==> src/include/fifo_rsel_pkg.sv <==
package fifo_rsel_pkg;

  localparam int DATA_W = 36;
  localparam int DEPTH  = 16;
  localparam int AW     = 4;
  localparam int PW     = 5;
  localparam int OFF_W  = 4;

  localparam logic [PW-1:0] FULL_COUNT = 5'h10;
  localparam logic [1:0]    FALL_LAST  = 2'h2;

  localparam logic [11:0] ADDR_STATUS  = 12'h000;
  localparam logic [11:0] ADDR_OFFSETS = 12'h004;

  localparam int ST_EMPTY_BIT  = 0;
  localparam int ST_AE_BIT     = 1;
  localparam int ST_AF_BIT     = 2;
  localparam int ST_FULL_BIT   = 3;
  localparam int ST_CFG_LSB    = 4;
  localparam int ST_COUNT_LSB  = 16;
  localparam int OFF_EMPTY_LSB = 0;
  localparam int OFF_FULL_LSB  = 8;

  localparam logic [DATA_W-1:0] OUT_RESET = 36'h0;

  // Default offsets picked by {load, pick1, pick0} at master reset
  localparam logic [OFF_W-1:0] DEFAULT_OFF [8] = '{4'h1, 4'h2, 4'h3, 4'h4, 4'h5, 4'h6, 4'h7, 4'h8};

  typedef struct packed {
    logic [DATA_W-1:0] data_in;
    logic              write_en_n;
    logic              read_select_n;
    logic              read_en_n;
    logic              output_en_n;
    logic              master_reset_n;
    logic              partial_reset_n;
    logic              offset_access_n;
    logic              serial_load_en_n;
    logic              serial_clk;
    logic              fall_through_si;
    logic              retransmit_n;
    logic              mark_n;
    logic              default_pick_0;
    logic              default_pick_1;
    logic              flag_timing_sel;
    logic              write_port_io_std_sel;
    logic              read_port_io_std_sel;
    logic              system_io_std_sel;
  } pins_s;

  localparam pins_s PINS_RESET = '{data_in: 36'h0, write_en_n: 1'b1, read_select_n: 1'b1, read_en_n: 1'b1,
                                   output_en_n: 1'b1, master_reset_n: 1'b0, partial_reset_n: 1'b1,
                                   offset_access_n: 1'b1, serial_load_en_n: 1'b1, serial_clk: 1'b0,
                                   fall_through_si: 1'b0, retransmit_n: 1'b1, mark_n: 1'b1,
                                   default_pick_0: 1'b0, default_pick_1: 1'b0, flag_timing_sel: 1'b0,
                                   write_port_io_std_sel: 1'b0, read_port_io_std_sel: 1'b0,
                                   system_io_std_sel: 1'b0};

  typedef struct packed {
    logic write_port_hstl;
    logic read_port_hstl;
    logic system_hstl;
    logic fall_through_mode;
    logic parallel_prog;
    logic sync_flags;
  } cfg_s;

  localparam cfg_s CFG_RESET = 6'h0;

  typedef struct packed {
    logic [11:0] paddr;
    logic        pwrite;
    logic [31:0] pwdata;
    logic        psel;
    logic        penable;
  } apb_req_s;

  typedef struct packed {
    logic [31:0] prdata;
    logic        pready;
    logic        pslverr;
  } apb_rsp_s;

endpackage : fifo_rsel_pkg

==> src/logic/fifo_read_select.sv <==
`timescale 1ns/1ps

// Summary of operation
// - Select low drives data bus next edge
// - Select high floats data bus next edge
// - Select ignored during master or partial reset
// - Output enable drives bus through first post-reset edge
// - Flags update regardless of read select
// - Fall-through first word loads without select
// - Select and read enable low advance word
// - Retransmit only while select held low
// - I/O standard selects latched at master reset
// - Load and picks latch default offsets, method
// - Offset writes only by latched method
// - Offset readback only over parallel path
// - Load low starts offset load; readback needs no load
// - Flag timing select latched at master reset
// - Async almost-empty: read asserts, write releases
// - Async almost-full: write asserts, read releases
// - Fall-through word appears after three edges
// - Serial shift per rising serial clock edge
module fifo_read_select
  import fifo_rsel_pkg::*;
(
  input  wire logic              clk,            // 100 MHz clock
  input  wire logic              rstn,           // Async reset, active low
  input  wire logic              ce,             // Clock enable
  input  wire pins_s             pins,           // Device pins, asynchronous
  input  wire apb_req_s          apb_req,        // APB request
  output apb_rsp_s               apb_rsp,        // APB response
  output logic     [DATA_W-1:0]  data_out_bus,   // Output register
  output logic                   data_out_oe,    // Data bus drive enable
  output logic                   empty_flag_n,   // Empty or output-ready, low active
  output logic                   almost_empty_n, // Almost empty, low active
  output logic                   almost_full_n,  // Almost full, low active
  output logic                   full_flag_n,    // Full, low active
  output cfg_s                   cfg             // Configuration latched at master reset
);

  localparam int PIN_W = $bits(pins_s);

  logic [PIN_W-1:0]  sync1;
  logic [PIN_W-1:0]  sync2;
  logic [PIN_W-1:0]  sync3;
  logic [PIN_W-1:0]  pin_bits;
  pins_s             pin;
  logic              rst_active;
  logic              master_active;
  logic              rst_window;
  logic              sclk_prev;
  logic [DATA_W-1:0] mem [DEPTH];
  logic [PW-1:0]     wptr;
  logic [PW-1:0]     rptr;
  logic [PW-1:0]     mark_ptr;
  logic [PW-1:0]     count;
  logic              out_valid;
  logic [1:0]        fall_cnt;
  logic [OFF_W-1:0]  empty_off;
  logic [OFF_W-1:0]  full_off;
  logic              wr_evt;
  logic              rd_std;
  logic              rd_fall_through_mode;
  logic              fall_load;
  logic              pop;
  logic              retx;
  logic              ae;
  logic              af;
  logic              shift;
  logic              acc;
  logic              setup;
  logic              off_write;
  logic              refuse;
  logic              addr_ok;
  logic [31:0]       status_word;
  logic [31:0]       offsets_word;
  logic [DATA_W-1:0] head;

  // Three-stage pin synchroniser, a bit changes once stages two and three agree
  always_ff @(posedge clk or negedge rstn) begin
    if (!rstn) begin
      sync1    <= PINS_RESET;
      sync2    <= PINS_RESET;
      sync3    <= PINS_RESET;
      pin_bits <= PINS_RESET;
    end else if (ce) begin
      sync1    <= pins;
      sync2    <= sync1;
      sync3    <= sync2;
      pin_bits <= (sync2 & ~(sync2 ^ sync3)) | (pin_bits & (sync2 ^ sync3));
    end
  end

  assign pin           = pins_s'(pin_bits);
  assign master_active = ~pin.master_reset_n;
  assign rst_active    = master_active | ~pin.partial_reset_n;
  assign count         = wptr - rptr;
  assign head          = mem[rptr[AW-1:0]];

  // Memory accesses need no reset, and load high except the fall-through first-word load
  assign wr_evt    = ~pin.write_en_n & (count != FULL_COUNT) & ~rst_active & pin.offset_access_n;
  assign rd_std    = ~cfg.fall_through_mode & ~pin.read_select_n & ~pin.read_en_n
                     & (count != '0) & ~rst_active & pin.offset_access_n;
  assign rd_fall_through_mode   = cfg.fall_through_mode & out_valid & ~pin.read_select_n & ~pin.read_en_n
                     & ~rst_active & pin.offset_access_n;
  assign fall_load = cfg.fall_through_mode & ~out_valid & (count != '0)
                     & (fall_cnt == FALL_LAST) & ~rst_active;
  assign retx      = ~pin.retransmit_n & ~pin.read_select_n & ~rst_active;
  assign pop       = ~retx & (rd_std | fall_load | (rd_fall_through_mode & (count != '0)));

  // Configuration and default offsets are captured while master reset is held
  always_ff @(posedge clk or negedge rstn) begin
    if (!rstn) begin
      cfg <= CFG_RESET;
    end else if (ce && master_active) begin
      cfg.write_port_hstl   <= pin.write_port_io_std_sel;
      cfg.read_port_hstl    <= pin.read_port_io_std_sel;
      cfg.system_hstl       <= pin.system_io_std_sel;
      cfg.fall_through_mode <= pin.fall_through_si;
      cfg.parallel_prog     <= pin.offset_access_n;
      cfg.sync_flags        <= pin.flag_timing_sel;
    end
  end

  // Reset window covers reset and the first edge after its release
  always_ff @(posedge clk or negedge rstn) begin
    if (!rstn) begin
      rst_window <= 1'b1;
    end else if (ce) begin
      rst_window <= rst_active;
    end
  end

  always_ff @(posedge clk or negedge rstn) begin
    if (!rstn) begin
      data_out_oe <= 1'b0;
    end else if (ce) begin
      data_out_oe <= ~pin.output_en_n & (rst_active | rst_window | ~pin.read_select_n);
    end
  end

  generate
    for (genvar i = 0; i < DEPTH; i++) begin : g_mem
      always_ff @(posedge clk) begin
        if (ce && wr_evt && (wptr[AW-1:0] == AW'(i))) begin
          mem[i] <= pin.data_in;
        end
      end
    end
  endgenerate

  always_ff @(posedge clk or negedge rstn) begin
    if (!rstn) begin
      wptr     <= '0;
      mark_ptr <= '0;
    end else if (ce) begin
      if (rst_active) begin
        wptr     <= '0;
        mark_ptr <= '0;
      end else begin
        if (wr_evt) begin
          wptr <= wptr + PW'(1);
        end
        if (~pin.mark_n) begin
          mark_ptr <= rptr;
        end
      end
    end
  end

  always_ff @(posedge clk or negedge rstn) begin
    if (!rstn) begin
      rptr <= '0;
    end else if (ce) begin
      if (rst_active) begin
        rptr <= '0;
      end else if (retx) begin
        rptr <= mark_ptr;
      end else if (pop) begin
        rptr <= rptr + PW'(1);
      end
    end
  end

  // Fall-through counter runs whether or not the select is active
  always_ff @(posedge clk or negedge rstn) begin
    if (!rstn) begin
      fall_cnt <= '0;
    end else if (ce) begin
      if (cfg.fall_through_mode && !out_valid && count != '0 && !rst_active && fall_cnt != FALL_LAST) begin
        fall_cnt <= fall_cnt + 2'h1;
      end else begin
        fall_cnt <= '0;
      end
    end
  end

  always_ff @(posedge clk or negedge rstn) begin
    if (!rstn) begin
      data_out_bus <= OUT_RESET;
      out_valid    <= 1'b0;
    end else if (ce) begin
      if (rst_active) begin
        data_out_bus <= OUT_RESET;
        out_valid    <= 1'b0;
      end else if (retx) begin
        out_valid <= 1'b0;
      end else if (pop) begin
        data_out_bus <= head;
        out_valid    <= 1'b1;
      end else if (rd_fall_through_mode) begin
        out_valid <= 1'b0;
      end
    end
  end

  // Status flags, independent of the read select
  assign ae = count <= PW'(empty_off);
  assign af = count >= (FULL_COUNT - PW'(full_off));

  always_ff @(posedge clk or negedge rstn) begin
    if (!rstn) begin
      empty_flag_n <= 1'b0;
      full_flag_n  <= 1'b1;
    end else if (ce) begin
      empty_flag_n <= cfg.fall_through_mode ? ~out_valid : (count != '0);
      full_flag_n  <= count != FULL_COUNT;
    end
  end

  always_ff @(posedge clk or negedge rstn) begin
    if (!rstn) begin
      almost_empty_n <= 1'b0;
    end else if (ce) begin
      if (rst_active) begin
        almost_empty_n <= 1'b0;
      end else if (cfg.sync_flags) begin
        almost_empty_n <= ~ae;
      end else if (ae && !wr_evt) begin
        almost_empty_n <= 1'b0;
      end else if (!ae && wr_evt) begin
        almost_empty_n <= 1'b1;
      end
    end
  end

  always_ff @(posedge clk or negedge rstn) begin
    if (!rstn) begin
      almost_full_n <= 1'b1;
    end else if (ce) begin
      if (rst_active) begin
        almost_full_n <= 1'b1;
      end else if (cfg.sync_flags) begin
        almost_full_n <= ~af;
      end else if (af && wr_evt) begin
        almost_full_n <= 1'b0;
      end else if (!af && !wr_evt) begin
        almost_full_n <= 1'b1;
      end
    end
  end

  // Offset programming, serial through pins or parallel through the bus
  always_ff @(posedge clk or negedge rstn) begin
    if (!rstn) begin
      sclk_prev <= 1'b0;
    end else if (ce) begin
      sclk_prev <= pin.serial_clk;
    end
  end

  assign shift = ~cfg.parallel_prog & ~pin.offset_access_n & ~pin.serial_load_en_n
                 & pin.serial_clk & ~sclk_prev & ~master_active;
  assign setup     = apb_req.psel & ~apb_req.penable;
  assign acc       = apb_req.psel & apb_req.penable & apb_rsp.pready;
  assign addr_ok   = (apb_req.paddr == ADDR_STATUS) | (apb_req.paddr == ADDR_OFFSETS);
  assign refuse    = apb_req.pwrite & ((apb_req.paddr == ADDR_STATUS)
                     | ~cfg.parallel_prog | pin.offset_access_n);
  assign off_write = acc & apb_req.pwrite & (apb_req.paddr == ADDR_OFFSETS) & ~apb_rsp.pslverr;

  always_ff @(posedge clk or negedge rstn) begin
    if (!rstn) begin
      empty_off <= DEFAULT_OFF[0];
      full_off  <= DEFAULT_OFF[0];
    end else if (ce) begin
      if (master_active) begin
        empty_off <= DEFAULT_OFF[{pin.offset_access_n, pin.default_pick_1, pin.default_pick_0}];
        full_off  <= DEFAULT_OFF[{pin.offset_access_n, pin.default_pick_1, pin.default_pick_0}];
      end else if (shift) begin
        {full_off, empty_off} <= {full_off[OFF_W-2:0], empty_off, pin.fall_through_si};
      end else if (off_write) begin
        empty_off <= apb_req.pwdata[OFF_EMPTY_LSB +: OFF_W];
        full_off  <= apb_req.pwdata[OFF_FULL_LSB +: OFF_W];
      end
    end
  end

  assign status_word  = {11'h0, count, 6'h0, cfg, full_flag_n, almost_full_n, almost_empty_n, empty_flag_n};
  assign offsets_word = {20'h0, full_off, 4'h0, empty_off};

  // Answer is decided in the setup cycle and presented in the access cycle
  always_ff @(posedge clk or negedge rstn) begin
    if (!rstn) begin
      apb_rsp <= '0;
    end else if (ce) begin
      apb_rsp.pready  <= setup;
      apb_rsp.pslverr <= setup & (~addr_ok | refuse);
      if (setup && !apb_req.pwrite && apb_req.paddr == ADDR_OFFSETS) begin
        apb_rsp.prdata <= offsets_word;
      end else if (setup && !apb_req.pwrite && apb_req.paddr == ADDR_STATUS) begin
        apb_rsp.prdata <= status_word;
      end else begin
        apb_rsp.prdata <= '0;
      end
    end
  end
endmodule : fifo_read_select

==> config.mk <==
export PLATFORM = sky130hd
export DESIGN_NAME = fifo_read_select
export DESIGN_NICKNAME = d
export VERILOG_FILES = /design/src/include/fifo_rsel_pkg.sv /design/src/logic/fifo_read_select.sv
export SDC_FILE = /design/constraint.sdc
export NUM_CORES = 1
export LEC_CHECK = 0
export BUFFER_PORTS_ARGS = -buffer_cell sky130_fd_sc_hd__buf_2
export CORE_ASPECT_RATIO = 0.6
export CORE_MARGIN = 5
export CORE_UTILIZATION = 45
export DETAILED_ROUTE_END_ITERATION = 6
export SYNTH_ARGS = -nofsm -noshare
export SYNTH_HDL_FRONTEND = slang
export SYNTH_SLANG_ARGS = --single-unit
==> constraint.sdc <==
create_clock -name clk -period 8.45 [get_ports clk]
set_clock_uncertainty 0.05 [all_clocks]
set_input_delay 1.2675 -clock clk [delete_from_list [all_inputs] [get_ports clk]]
set_output_delay 1.2675 -clock clk [all_outputs]
set_load 0.02 [all_outputs]
; After elaboration in Yosys (flattened, before gate mapping)
; Memory sizes are Yosys's and may differ from the RTL's.
; Cells that the tools add are included.
; W data, S select, Z words.
[word_totals]
reg_bits = 325
ram_bits = 576
rom_bits = 32
inputBits = 104
output_inout_bits = 81
mem_count = 2
[op_classes]
addsub = 5
order_cmp = 3
n_eq_ne = 22
muxes = 111
n_bitwise = 70
reduce_logical = 67
[mem_list]
columns = name, depth, word_bits, read_ports, rd_clocked_by_memory_dff, write_ports, line_no
row1 = mem, 16, 36, 1, 0, 1, fifo_read_select.sv:51  ; logic [DATA_W-1:0] mem [DEPTH];
row2 = (name not given), 8, 4, 1, 0, 0, fifo_read_select.sv:287  ; full_off <= DEFAULT_OFF[{pin.offset_access_n, pin.default_pick_1, pin.default_pick_0}];
[ops]
columns = op, count
row1 = $mux W36, 18
row2 = $reduce_or A36 Y1, 15
row3 = $and A54 B54 Y54, 2
row4 = $mux W4, 23
row5 = $mux W1, 60
row6 = $not A54 Y54, 1
row7 = $or A54 B54 Y54, 1
row8 = $xor A54 B54 Y54, 1
row9 = $mux W21, 2
row10 = $and A1 B1 Y1, 35
row11 = $mux W5, 7
row12 = $eq A4 B4 Y1 const B, 8
row13 = $logic_and A1 B1 Y1, 29
row14 = $not A1 Y1, 20
row15 = $eq A4 B3 Y1 const B, 4
row16 = $reduce_and A2 Y1, 7
row17 = $eq A12 B3 Y1 const B, 1
row18 = $logic_not A12 Y1, 1
row19 = $reduce_bool A4 Y1, 3
row20 = $add A5 B1 Y5 const B, 2
row21 = $or A1 B1 Y1, 9
row22 = $eq A4 B2 Y1 const B, 2
row23 = $logic_not A1 Y1, 6
row24 = $ge A5 B5 Y1, 1
row25 = 18 further kinds, 20

; Depth between registers and ports, before layout
; Gate-level depths: netlist of the first run.
[depth]
ltp_word = 25
ltp_mapped = 17
mapped_depth_nobuf = 16

; Worst setup path after synthesis of the first run
; No wires, ideal clock.
[synth_timing]
path_kind = register to register
startpoint = reg rptr[1]
endpoint = mem mem[7][0], enable pin
setup_ns = 0.482
t_arrival_ns = 5.559
slack_ns = 2.359
path_stages_with_launch = 12
n_path_buf = 3
synth_period_minus_slack_ns = 6.091
cell_sequence = dfrtp_1 -> buf_1 -> buf_1 -> inv_1 -> fa_1 -> xor2_1 -> and4b_1 -> or2_2 -> a21oi_1 -> buf_2 -> nand3_2 -> nor3b_1
[synth_between]
elab_chain_len = 25
word_cells_on_any_way = 99
cone_classes = add/sub (1) / eq/ne (1) / mux (62) / bitwise (3) / reduce/logical (32)
[synth_lines]
columns = item, line_no
row1 = from (decl), fifo_read_select.sv:53  ; logic [PW-1:0] rptr;
row2 = from (signal assigned), fifo_read_select.sv:177  ; rptr <= mark_ptr;
row3 = from (signal assigned), fifo_read_select.sv:179  ; rptr <= rptr + PW'(1);
row4 = $sub A5 B5 Y5 (*), fifo_read_select.sv:96  ; assign count = wptr - rptr;
row5 = $ne A5 B5 Y1 (*), fifo_read_select.sv:100  ; assign wr_evt = ~pin.write_en_n & (count != FULL_COUNT) & ~rst_active & pin.offset_access_n;
row6 = $and A1 B1 Y1 (*) (3 in a row), fifo_read_select.sv:100
row7 = $logic_and A1 B1 Y1 (*), fifo_read_select.sv:144  ; if (ce && wr_evt && (wptr[AW-1:0] == AW'(i))) begin
row8 = $logic_and A1 B1 Y1, fifo_read_select.sv:144
row9 = $mux W1, fifo_read_select.sv:144
row10 = $mux W1 (not written as such), fifo_read_select.sv:145  ; mem[i] <= pin.data_in;
row11 = $reduce_or A36 Y1 (no line), n/a
row12 = $mux W4 (no line) / $mux W1 (equally long branches) (15 in a row), n/a
row13 = to (decl), fifo_read_select.sv:51
; Every way passes the cells marked *; elsewhere a longest branch is shown, timed or not.

; Worst setup path after layout of the first run
[layout_timing]
startpoint = reg rptr[0]
endpoint = mem mem[7][13], enable pin
; The elaborated chain is that of the path after synthesis.

==> key figures, run 1 <==
Power and ir drop
  • Sw Ratio: 25.4%
  • VDD IR-drop max: 0.156 mV
  • Sequential Power Share: 55.3%
  • Power Density: 269 nW/um^2
  • Pleak: 0.0141 uW
  • Power, Total: 10600 uW
  • Internal power: 7900 uW
  • Comb power frac: 9.6%
  • Clock share of power: 35.2%
  • Net switching power: 2680 uW

CTS
  • CTS tree: done
  • Worst-skew pair later-pin latency: 630 ps
  • Root Driver: clkbuf_16
  • Total CTS buffers: 82
  • Hold Buf Count CTS: 0
  • Clock buffer depth: 3
  • Post-CTS Setup Bufs: 0
  • Cts repair resizes: 0
  • Clk pin slew, worst setup/hold paths: 60 ps
  • H-tree depth: 3
  • Clock Sinks: 886

Logic synthesis
  • Area share of the largest cell type after synthesis: 49.6%
  • Mapped Area: 34900 um^2
  • Syn Inst Count: 1927
  • Top cells by area, synth: edfxtp_1 (50%), dfrtp_1 (19%), mux4_2 (11%), mux2_2 (4.0%), dfstp_2 (3.1%)
  • Seq cells post-synth: 886
  • Avg Inst Size Synth: 18.1 um^2
  • Simple-gate share of the synthesized area: 2.13%
  • Count of different cell masters after synthesis: 60
  • Ys async rst share: 35.0%
  • Dominant synthesized flop cell: edfxtp_1
  • XOR/XNOR share of the synthesized area: 0.172%
  • Largest family of logic cells by synthesized area: multiplexers
  • Number of enable flip-flop cells after synthesis: 576
  • Largest area contributor in the netlist: edfxtp_1
  • Compound-Gate Fraction of Synth Area: 6.15%
  • Mux share of post-synthesis cell area: 15.9%
  • Ys Warns: 0
  • Sequential fraction of the synthesis area: 72.0%
  • Area share of fa/ha/maj cells after synthesis: 0.919%

Global route
  • Global-route wire length before repair: 112000 um
  • Tot GR Track Use: 17.6%
  • Met1 GRT Util: 26.3%
  • Grt ovf: 0
  • Global route hottest layer: met2
  • Largest net degree at the start of global routing: 126
  • Initial antenna violation count: 1
  • Met3 usage: 3.14%
  • GR Util met2: 27.4%
  • Number of global-route vias before repair: 18.3k

Route
  • Via-per-instance ratio: 5.61
  • DR vias: 17.8k
  • Final WL: 72300 um
  • Drt first pass iters: 7
  • Detailed Route Iter0 Violations: 1689
  • Final antenna-violating net count: 0
  • Post-DR wirelength/cell: 22.8 um
  • # DRC: 0

Finish
  • Layout overhead on the synthesized area: 13.0%
  • Layout cell share with drive strength beyond 1: 31.3%
  • Fin cells: 3167
  • Fin nets: 2216
  • N_diodes: 0
  • Design area: 39400 um^2

Worst hold path
  • Worst Hold Path Cells: 2
  • Hold Path Class: flip-flop to flip-flop

Place
  • Detailed placement HPWL: 40500 um
  • I/O Buffers: 145
  • Placed insts: 3015
  • Routability cong.: 0.762
  • Cell Area, Placed: 36600 um^2

Worst setup path
  • CP Class: flip-flop to flip-flop
  • Cells on worst reg2reg path: 10
  • CP max-delay cell: nor3b_2
  • CP startpoint kind: flip-flop
  • CP endpoint kind: flip-flop
  • Crit path DAT: 5750 ps
  • WP data required: 8650 ps
  • Worst-path cell chain: ha_1, inv_1, fa_1, xor2_1, and4b_1, or2_2, a21oi_1, nand3_2, nor3b_2, buf_4
  • Crit Path Max Fanout: 31
  • Max stage delay on crit path: 940 ps

Timing
  • Unrepaired setup endpoints after global routing: false
  • Fin Hold WS: 433 ps
  • Post-route minimum period: 5550 ps
  • Max Clk Rate: 180 MHz
  • Final Cycle Share: 65.7%
  • Max Slew Vio Count: 0
  • Final hold vios: 0
  • Worst-Margin Slew: 1140 ps
  • Setup TNS Final: 0 ps
  • Setup Viol. Count Final: 0
  • Slew margin rel.: 23.2%

Floorplan
  • IO Pins: 185
  • Core region area: 77100 um^2
  • FP Rows: 79
  • Die Footprint: 83300 um^2
  • Die width: 369 um
  • Initial Util: 45.2%
  • DIE HEIGHT: 226 um

Outcome
  • Status: complete, no violations

Flow run
  • Max-cap violations: 0
[placed cells by master, fill, tap and decap left out, types with 9 or more instances in the layout]
cell type,count
nor2b_1,9
a211oi_1,10
mux2_2,123
nor2_1,16
ha_1,24
nand2_1,67
a21o_1,12
mux4_2,176
a32o_1,37
mux2i_1,9
clkbuf_1,21
clkinv_2,11
nor3_1,10
a21oi_1,67
buf_2,143
dfrtp_1,266
clkbuf_16,93
edfxtp_1,576
buf_4,36
dfstp_2,41
a22o_1,17
o21ai_0,169
conb_1,15
inv_1,78
[metal layers]
layer,part of all wire [%],wire length [um],vias up
met1,46,33100,9332
li1,-,-,7864
met3,6.0,4360,98
met5,0,0,-
met2,47,33700,477
met4,1.6,1180,0
[worst max-delay path, delay by kind of cell, from the launching register on]
kind,cells,cell delay (ps)
AOI/OAI and AO/OA,1,690
xor gates and xnor gates,1,430
adders and majority gates,2,680
buffers and inverters,2,660
DFF,1,790
and+or+nand+nor,4,1850
[per-stage QoR]
| stage | utilization, % | setup WS [ps] |
|---|---|---|
| finish | 51.1 | 2900 |
| global route | 51.1 | 2480 |
| CTS | 51.1 | 2830 |
| detailed placement | 47.5 | 2840 |
| global placement | 47.5 | 2910 |
| floorplan | - | 2360 |
[cells by family after synthesis]
| kind of cell | after synthesis |
|---|---|
| flops | 886 |
| compound gates | 345 |
| mux | 312 |
| buf+inv | 199 |
| simple gates | 153 |
| fa+ha+maj | 25 |
| xor+xnor | 6 |
| other cells | 1 |
[flip-flops by register name, summed over array words and instances, names as in the netlist, 4 cells and up, named ones only]
register	cells
empty_off	4
apb_rsp	19
mem	576
cfg	6
sync1	54
full_off	4
mark_ptr	5
data_out_bus	36
sync3	54
sync2	54
rptr	5
wptr	5
[final cells by class]
| cell class | instances | area, um^2 |
|---|---|---|
| Tap cell | 1012 | 1270 |
| Multi-Input combinational cell | 856 | 8940 |
| Fill cell | 6234 | 37700 |
| Clock inverter | 27 | 211 |
| Inverter | 80 | 300 |
| Sequential cell | 886 | 25100 |
| Timing Repair Buffer | 181 | 1020 |
| Clock buffer | 125 | 2540 |
[cell usage after synthesis, types with 5 or more instances]
cell type,instances
a211oi_1,10
and3_1,11
a22o_1,17
o21ai_0,169
buf_6,13
a32o_1,37
buf_1,20
a21o_1,12
edfxtp_1,576
mux4_2,176
a21oi_1,67
clkbuf_1,55
a31oi_1,5
a221o_1,6
dfstp_2,41
inv_1,80
mux2i_1,9
nor2_1,21
dfrtp_1,269
nand2b_1,5
nand2_1,67
ha_1,24
nor3_1,13
buf_4,15
o21a_1,5
buf_2,15
mux2_2,123
nor2b_1,9
[final timing paths]
check                                      start                      endpoint  slack, ps
setup / recovery             rptr[0]$_DFFE_PN0P_          mem[7][13]$_DFFE_PP_       2900
hold / removal             sync3[16]$_DFFE_PN1P_         sync3[16]$_DFFE_PN1P_        430
setup reg to reg             rptr[0]$_DFFE_PN0P_          mem[7][13]$_DFFE_PP_       2900
hold reg to reg            sync3[16]$_DFFE_PN1P_         sync3[16]$_DFFE_PN1P_        430
max in group asynchronous                   rstn  data_out_bus[28]$_DFFE_PN0P_       6090
min in group asynchronous                   rstn        apb_rsp[1]$_DFFE_PN0P_        660
[power by group through the flow]
stage                     sequential (uW)  clock (uW)  combinational (uW)
after global placement               5880           0                 977
after CTS                            5850        3810                1020
after detailed placement             5940           0                1020
after floorplan                      5710           0                 734
final                                5850        3720                1010
after global routing                 5920        4010                1130
Note: power is estimated with default switching activity, not from simulation.
==> inputs of run 2 (changes only) <==
--- a/config.mk
+++ b/config.mk
@@ -5,6 +5,7 @@
 export SDC_FILE = /design/constraint.sdc
 export NUM_CORES = 1
 export LEC_CHECK = 0
+export ABC_AREA = 1
 export BUFFER_PORTS_ARGS = -buffer_cell sky130_fd_sc_hd__buf_2
 export CORE_ASPECT_RATIO = 0.6
 export CORE_MARGIN = 5
==> constraint.sdc (replaced) <==
create_clock -name clk -period 4.7 [get_ports clk]
set_clock_uncertainty 0.05 [all_clocks]
set_input_delay 0.705 -clock clk [delete_from_list [all_inputs] [get_ports clk]]
set_output_delay 0.705 -clock clk [all_outputs]
set_load 0.02 [all_outputs]
==> key figures, run 2 <==
Outcome
  • Status: complete, no violations

Worst setup path
  • Crit Path Max Fanout: 36
  • CP endpoint kind: flip-flop
  • Worst R2R Setup Slack: 950 ps
  • Worst-path cell chain: inv_1, ha_1, inv_1, fa_1, xor2_1, nor2_1, nand3_1, nand3_2, inv_2, nand2_1, nor2_4, buf_4
  • WP data required: 4910 ps
  • CP Class: flip-flop to flip-flop
  • Crit path DAT: 3970 ps
  • FF-to-FF Start: wptr[0]$_DFFE_PN0P_
  • Max stage delay on crit path: 620 ps
  • Worst setup path end: mem[4][17]$_DFFE_PP_
  • Worst Setup SP: wptr[0]$_DFFE_PN0P_
  • CP startpoint kind: flip-flop
  • Cells on worst reg2reg path: 12
  • CP max-delay cell: buf_4
  • Crit-path most repeated cell: inv_1
  • R2R Path End: mem[4][17]$_DFFE_PP_

Finish
  • Commonest non-fill, non-tap cell in the layout: nand2_1
  • Max reg flops: 576
  • Layout cell share with drive strength beyond 1: 11.4%
  • Design area: 40800 um^2
  • Fin nets: 3666
  • N_diodes: 0
  • Most frequent cells in the layout: nand2_1 (891), nor2_1 (591), edfxtp_1 (576)
  • Fin cells: 4666
  • Final Util: 51.1%
  • Layout overhead on the synthesized area: 12.0%
  • Largest register by flop count: mem

Logic synthesis
  • Seq cells post-synth: 886
  • Sequential fraction of the synthesis area: 68.9%
  • Syn Inst Count: 3449
  • Count of different cell masters after synthesis: 40
  • Dominant synthesized flop cell: edfxtp_1
  • Avg Inst Size Synth: 10.6 um^2
  • Top-count cell post-synth: nand2_1
  • Number of enable flip-flop cells after synthesis: 576
  • Largest area contributor in the netlist: edfxtp_1
  • Mapped Area: 36400 um^2
  • Ys async rst share: 35.0%
  • Area share of the largest cell type after synthesis: 47.5%
  • Commonest cells post-synth: nand2_1 (891), nor2_1 (608), edfxtp_1 (576)
  • Top cells by area, synth: edfxtp_1 (47%), dfrtp_1 (18%), nand2_1 (9.2%), nor2_1 (6.3%), o21ai_0 (4.8%)
  • Ys Warns: 0

Route
  • Final WL: 90100 um
  • Via-per-instance ratio: 5.21
  • Detailed Route Iter0 Violations: 2250
  • DR vias: 24.3k
  • # DRC: 0
  • Final antenna-violating net count: 0
  • Post-DR wirelength/cell: 19.3 um
  • Drt first pass iters: 5

Place
  • Detailed placement HPWL: 48900 um
  • I/O Buffers: 145
  • Cell Area, Placed: 38200 um^2
  • Placed insts: 4521
  • Routability cong.: 0.813

Floorplan
  • Initial Util: 45.6%
  • Die Footprint: 86900 um^2
  • Die width: 377 um
  • DIE HEIGHT: 230 um
  • Core region area: 79900 um^2
  • IO Pins: 185
  • FP Rows: 80

CTS
  • Post-CTS Setup Bufs: 0
  • Clk pin slew, worst setup/hold paths: 60 ps
  • H-tree depth: 3
  • Clock buffer depth: 3
  • Total CTS buffers: 80
  • Worst-skew pair later-pin latency: 640 ps
  • Hold Buf Count CTS: 0
  • Root Driver: clkbuf_16
  • Clock Sinks: 886
  • Cts repair resizes: 0
  • CTS tree: done

Timing
  • Max Clk Rate: 266 MHz
  • Final hold vios: 0
  • Final Cycle Share: 79.9%
  • Post-route minimum period: 3750 ps
  • Max Slew Vio Count: 0
  • Setup Viol. Count Final: 0
  • Setup TNS Final: 0 ps
  • Unrepaired setup endpoints after global routing: false
  • Worst-Margin Slew: 1200 ps
  • Slew margin rel.: 19.6%

Global route
  • Met1 GRT Util: 32.8%
  • Number of global-route vias before repair: 23.0k
  • Tot GR Track Use: 20.9%
  • GR Util met2: 30.6%
  • Initial antenna violation count: 1
  • Grt ovf: 0
  • Largest net degree at the start of global routing: 199
  • Global route hottest layer: met1
  • Global-route wire length before repair: 140000 um
  • Met3 usage: 3.28%

Power and ir drop
  • VDD IR-drop max: 0.252 mV
  • Power Density: 404 nW/um^2
  • Pleak: 0.0169 uW

Worst hold path
  • Hold Path Class: input port to asynchronous set/reset pin

Flow run
  • Max-cap violations: 0
-- run 2: report_power, final --
part           switching, uW  internal, uW  total [uW]  leakage, uW
Clock                   2880          3640        6520      0.00123
Sequential               462          8830        9300      0.00924
Combinational            441           220         661      0.00645
-- run 2: worst min-delay path by stage --
stage | start | endpoint | slack [ps] | cells after the start
6_report | rstn | sync2[34]$_DFFE_PN0P_ | 40 | 1
5_1_grt | rstn | sync2[34]$_DFFE_PN0P_ | 70 | 1
4_1_cts | rstn | sync2[34]$_DFFE_PN0P_ | 30 | 1
3_5_place_dp | data_out_bus[34]$_DFFE_PN0P_ | data_out_bus[34]$_DFFE_PN0P_ | 400 | 2
3_3_place_gp | data_out_bus[33]$_DFFE_PN0P_ | data_out_bus[33]$_DFFE_PN0P_ | 400 | 2
2_1_floorplan | rstn | asynchronous set/reset pin | 360 | 0
-- run 2: metal layers --
layer  wire length [um]  up-vias
met3               5490      151
li1                   -    11771
met1              44200    11742
met5                 93        -
met4               1990        2
met2              38300      664
-- run 2: metrics by stage --
stage	setup WS [ps]	power [uW]	hold slack (ps)
after global routing	691	17100	70.7
after floorplan	646	9700	359
final	946	16500	43.5
after global placement	1020	10100	401
after CTS	967	16600	31.6
after detailed placement	978	10100	404
-- run 2: cells by family (layout without fill, tap and decap cells) --
kind of cell / count (synthesis) / after routing / synth area share, %
and+or+nand+nor: 1718 / 1718 / 18.7
buffers and inverters: 315 / 452 / 3.91
xor gates and xnor gates: 8 / 8 / 0.192
AOI/OAI and AO/OA: 496 / 496 / 7.45
other: 1 / 15 / 0.0103
adders and majority gates: 25 / 25 / 0.879
DFF: 886 / 886 / 68.9
-- run 2: final cells by class --
class,instances,area (um^2)
clock buffer,117,2260
clock inverter,28,302
fill,7150,39100
inverter,119,463
multi-input combinational,2262,10100
sequential,886,25100
tap,1066,1330
timing repair buffer,188,1230
-- run 2: critical path: cells and delay by family, from the launching register on --
kind / cells / cell delay (ps)
xor gates and xnor gates: 1 / 380
adders and majority gates: 2 / 580
buffers and inverters: 4 / 970
DFF: 1 / 430
and+or+nand+nor: 5 / 890
==> inputs of run 3 (changes only) <==
--- a/config.mk
+++ b/config.mk
@@ -5,7 +5,7 @@
 export SDC_FILE = /design/constraint.sdc
 export NUM_CORES = 1
 export LEC_CHECK = 0
-export ABC_AREA = 1
+export ABC_AREA = 0
 export BUFFER_PORTS_ARGS = -buffer_cell sky130_fd_sc_hd__buf_2
 export CORE_ASPECT_RATIO = 0.6
 export CORE_MARGIN = 5
==> constraint.sdc (replaced) <==
create_clock -name clk -period 3.72 [get_ports clk]
set_clock_uncertainty 0.05 [all_clocks]
set_input_delay 0.558 -clock clk [delete_from_list [all_inputs] [get_ports clk]]
set_output_delay 0.558 -clock clk [all_outputs]
set_load 0.02 [all_outputs]
==> key figures, run 3 (synthesis results as in run 1) <==
Outcome
  • Status: complete, no violations

Finish
  • Layout cell share with drive strength beyond 1: 32.1%
  • Final Util: 51.7%
  • Commonest non-fill, non-tap cell in the layout: edfxtp_1
  • Largest register by flop count: mem
  • Layout overhead on the synthesized area: 14.4%
  • Max reg flops: 576
  • Fin nets: 2242
  • Fin cells: 3194
  • Most frequent cells in the layout: edfxtp_1 (576), dfrtp_1 (266), mux4_2 (176)

Worst setup path
  • Worst R2R Setup Slack: 230 ps
  • CP endpoint kind: flip-flop
  • Worst Path Buf+Inv: 2
  • CP Class: flip-flop to flip-flop
  • Top Family by Delay on Critical Path: adder cells
  • Worst-path cell chain: inv_2, ha_1, inv_1, fa_2, ha_1, nor2b_1, o21a_1, o21a_1, o21a_1, nor2_1, ha_1, nor3_2, a21oi_1, nor2_1, a21oi_1, o32ai_1
  • Crit Path Max Fanout: 5
  • Max stage delay on crit path: 580 ps
  • CP Depth: 16
  • FF-to-FF Start: wptr[0]$_DFFE_PN0P_
  • Crit path DAT: 3960 ps
  • Cells on worst reg2reg path: 16
  • Worst Setup SP: wptr[0]$_DFFE_PN0P_
  • CP startpoint kind: flip-flop
  • CP max-delay cell: fa_2
  • WP data required: 4190 ps
  • R2R Path End: almost_empty_n$_DFFE_PN0P_

Power and ir drop
  • Power Density: 597 nW/um^2
  • Internal power: 17600 uW
  • Sequential Power Share: 55.7%
  • Sw Ratio: 26.3%
  • Net switching power: 6260 uW
  • Comb power frac: 10.2%
  • VDD IR-drop max: 0.405 mV
  • Clock share of power: 34.1%
  • Pleak: 0.0142 uW
  • Power, Total: 23800 uW

Route
  • # DRC: 0
  • Drt first pass iters: 6
  • Final WL: 75800 um
  • Via-per-instance ratio: 5.67
  • Final antenna-violating net count: 0
  • DR vias: 18.1k
  • Post-DR wirelength/cell: 23.7 um
  • Detailed Route Iter0 Violations: 1596

Floorplan
  • DIE HEIGHT: 226 um
  • Core region area: 77100 um^2
  • Die Footprint: 83300 um^2
  • Die width: 369 um
  • IO Pins: 185
  • FP Rows: 79
  • Initial Util: 45.2%

Worst hold path
  • Worst Hold Path Cells: 2
  • Worst Hold End: sync1[30]$_DFFE_PN0P_
  • Hold Path Origin: pins[30]
  • Hold Path Class: input port to flip-flop

Timing
  • Max Slew Vio Count: 0
  • Slew margin rel.: 28.5%
  • Setup WS post-layout: 231 ps
  • Max Clk Rate: 287 MHz
  • Unrepaired setup endpoints after global routing: false
  • Final hold vios: 0
  • Post-route minimum period: 3490 ps
  • Worst-Margin Slew: 1060 ps
  • Final Cycle Share: 93.8%
  • Setup Viol. Count Final: 0

CTS
  • H-tree depth: 3
  • Clk pin slew, worst setup/hold paths: 60 ps
  • CTS tree: done
  • Worst-skew pair later-pin latency: 630 ps
  • Total CTS buffers: 81
  • Root Driver: clkbuf_16
  • Clock Sinks: 886
  • Clock buffer depth: 3

Global route
  • Global-route wire length before repair: 117000 um
  • Largest net degree at the start of global routing: 153
  • Initial antenna violation count: 0
  • Number of global-route vias before repair: 18.8k
  • Tot GR Track Use: 18.5%
  • Grt ovf: 0

Place
  • Routability cong.: 0.805
  • Detailed placement HPWL: 42600 um
  • Placement-stage worst setup slack: 159 ps
  • Placed insts: 3040
  • I/O Buffers: 145

Flow run
  • Max-cap violations: 0
## run 3: power groups by stage
stage / Combinational [uW] / Clock (uW) / Sequential, uW
6_report: 2440 / 8120 / 13300
5_1_grt: 2720 / 8790 / 13400
4_1_cts: 2460 / 8350 / 13300
3_5_place_dp: 2440 / 0 / 13500
3_3_place_gp: 2350 / 0 / 13300
2_1_floorplan: 1690 / 0 / 13000
## run 3: layout make-up
cell class	instances	area, um^2
Fill cell	6218	37200
Sequential cell	886	25100
Multi-Input combinational cell	856	9000
Clock buffer	111	2290
Timing Repair Buffer	208	1610
Tap cell	1012	1270
Inverter	80	300
Clock inverter	40	287
Antenna cell	1	2.50
## run 3: per-layer routing
metal  vias to the layer above  wire (um)  GRT usage, %
met3                       100       3880          3.28
met2                       436      35600          28.9
li1                       7937          -             -
met5                         -          0             0
met4                         0       1340          4.28
met1                      9625      35000          27.4
## run 3: timing repair
action,in CTS,in global routing
hold buffers,1,0
setup buffers,0,1
hold endpoints to repair,14,0
gates resized for setup,0,2
endpoints found under the setup margin,0,47
## run 3: worst reg2reg max path, stage by stage (launching register included)
cell	delay, ps
dfrtp_1	430
inv_2	110
ha_1	170
inv_1	60
fa_2	580
ha_1	260
nor2b_1	140
o21a_1	170
o21a_1	170
o21a_1	200
nor2_1	100
ha_1	270
nor3_2	170
a21oi_1	60
nor2_1	130
a21oi_1	60
o32ai_1	280
## run 3: worst max-delay path by stage
stage,to
3_3_place_gp,almost_empty_n$_DFFE_PN0P_
2_1_floorplan,mem[12][0]$_DFFE_PP_
3_5_place_dp,almost_empty_n$_DFFE_PN0P_
4_1_cts,almost_empty_n$_DFFE_PN0P_
6_report,almost_empty_n$_DFFE_PN0P_
5_1_grt,almost_empty_n$_DFFE_PN0P_
## run 3: per-stage QoR
stage	TNS, ps	instance area, um^2	hold WS [ps]
6_report	0	39900	107
5_1_grt	0	39900	70.4
4_1_cts	0	39800	59.6
3_5_place_dp	0	37300	422
3_3_place_gp	0	37300	415
2_1_floorplan	-579	35000	212
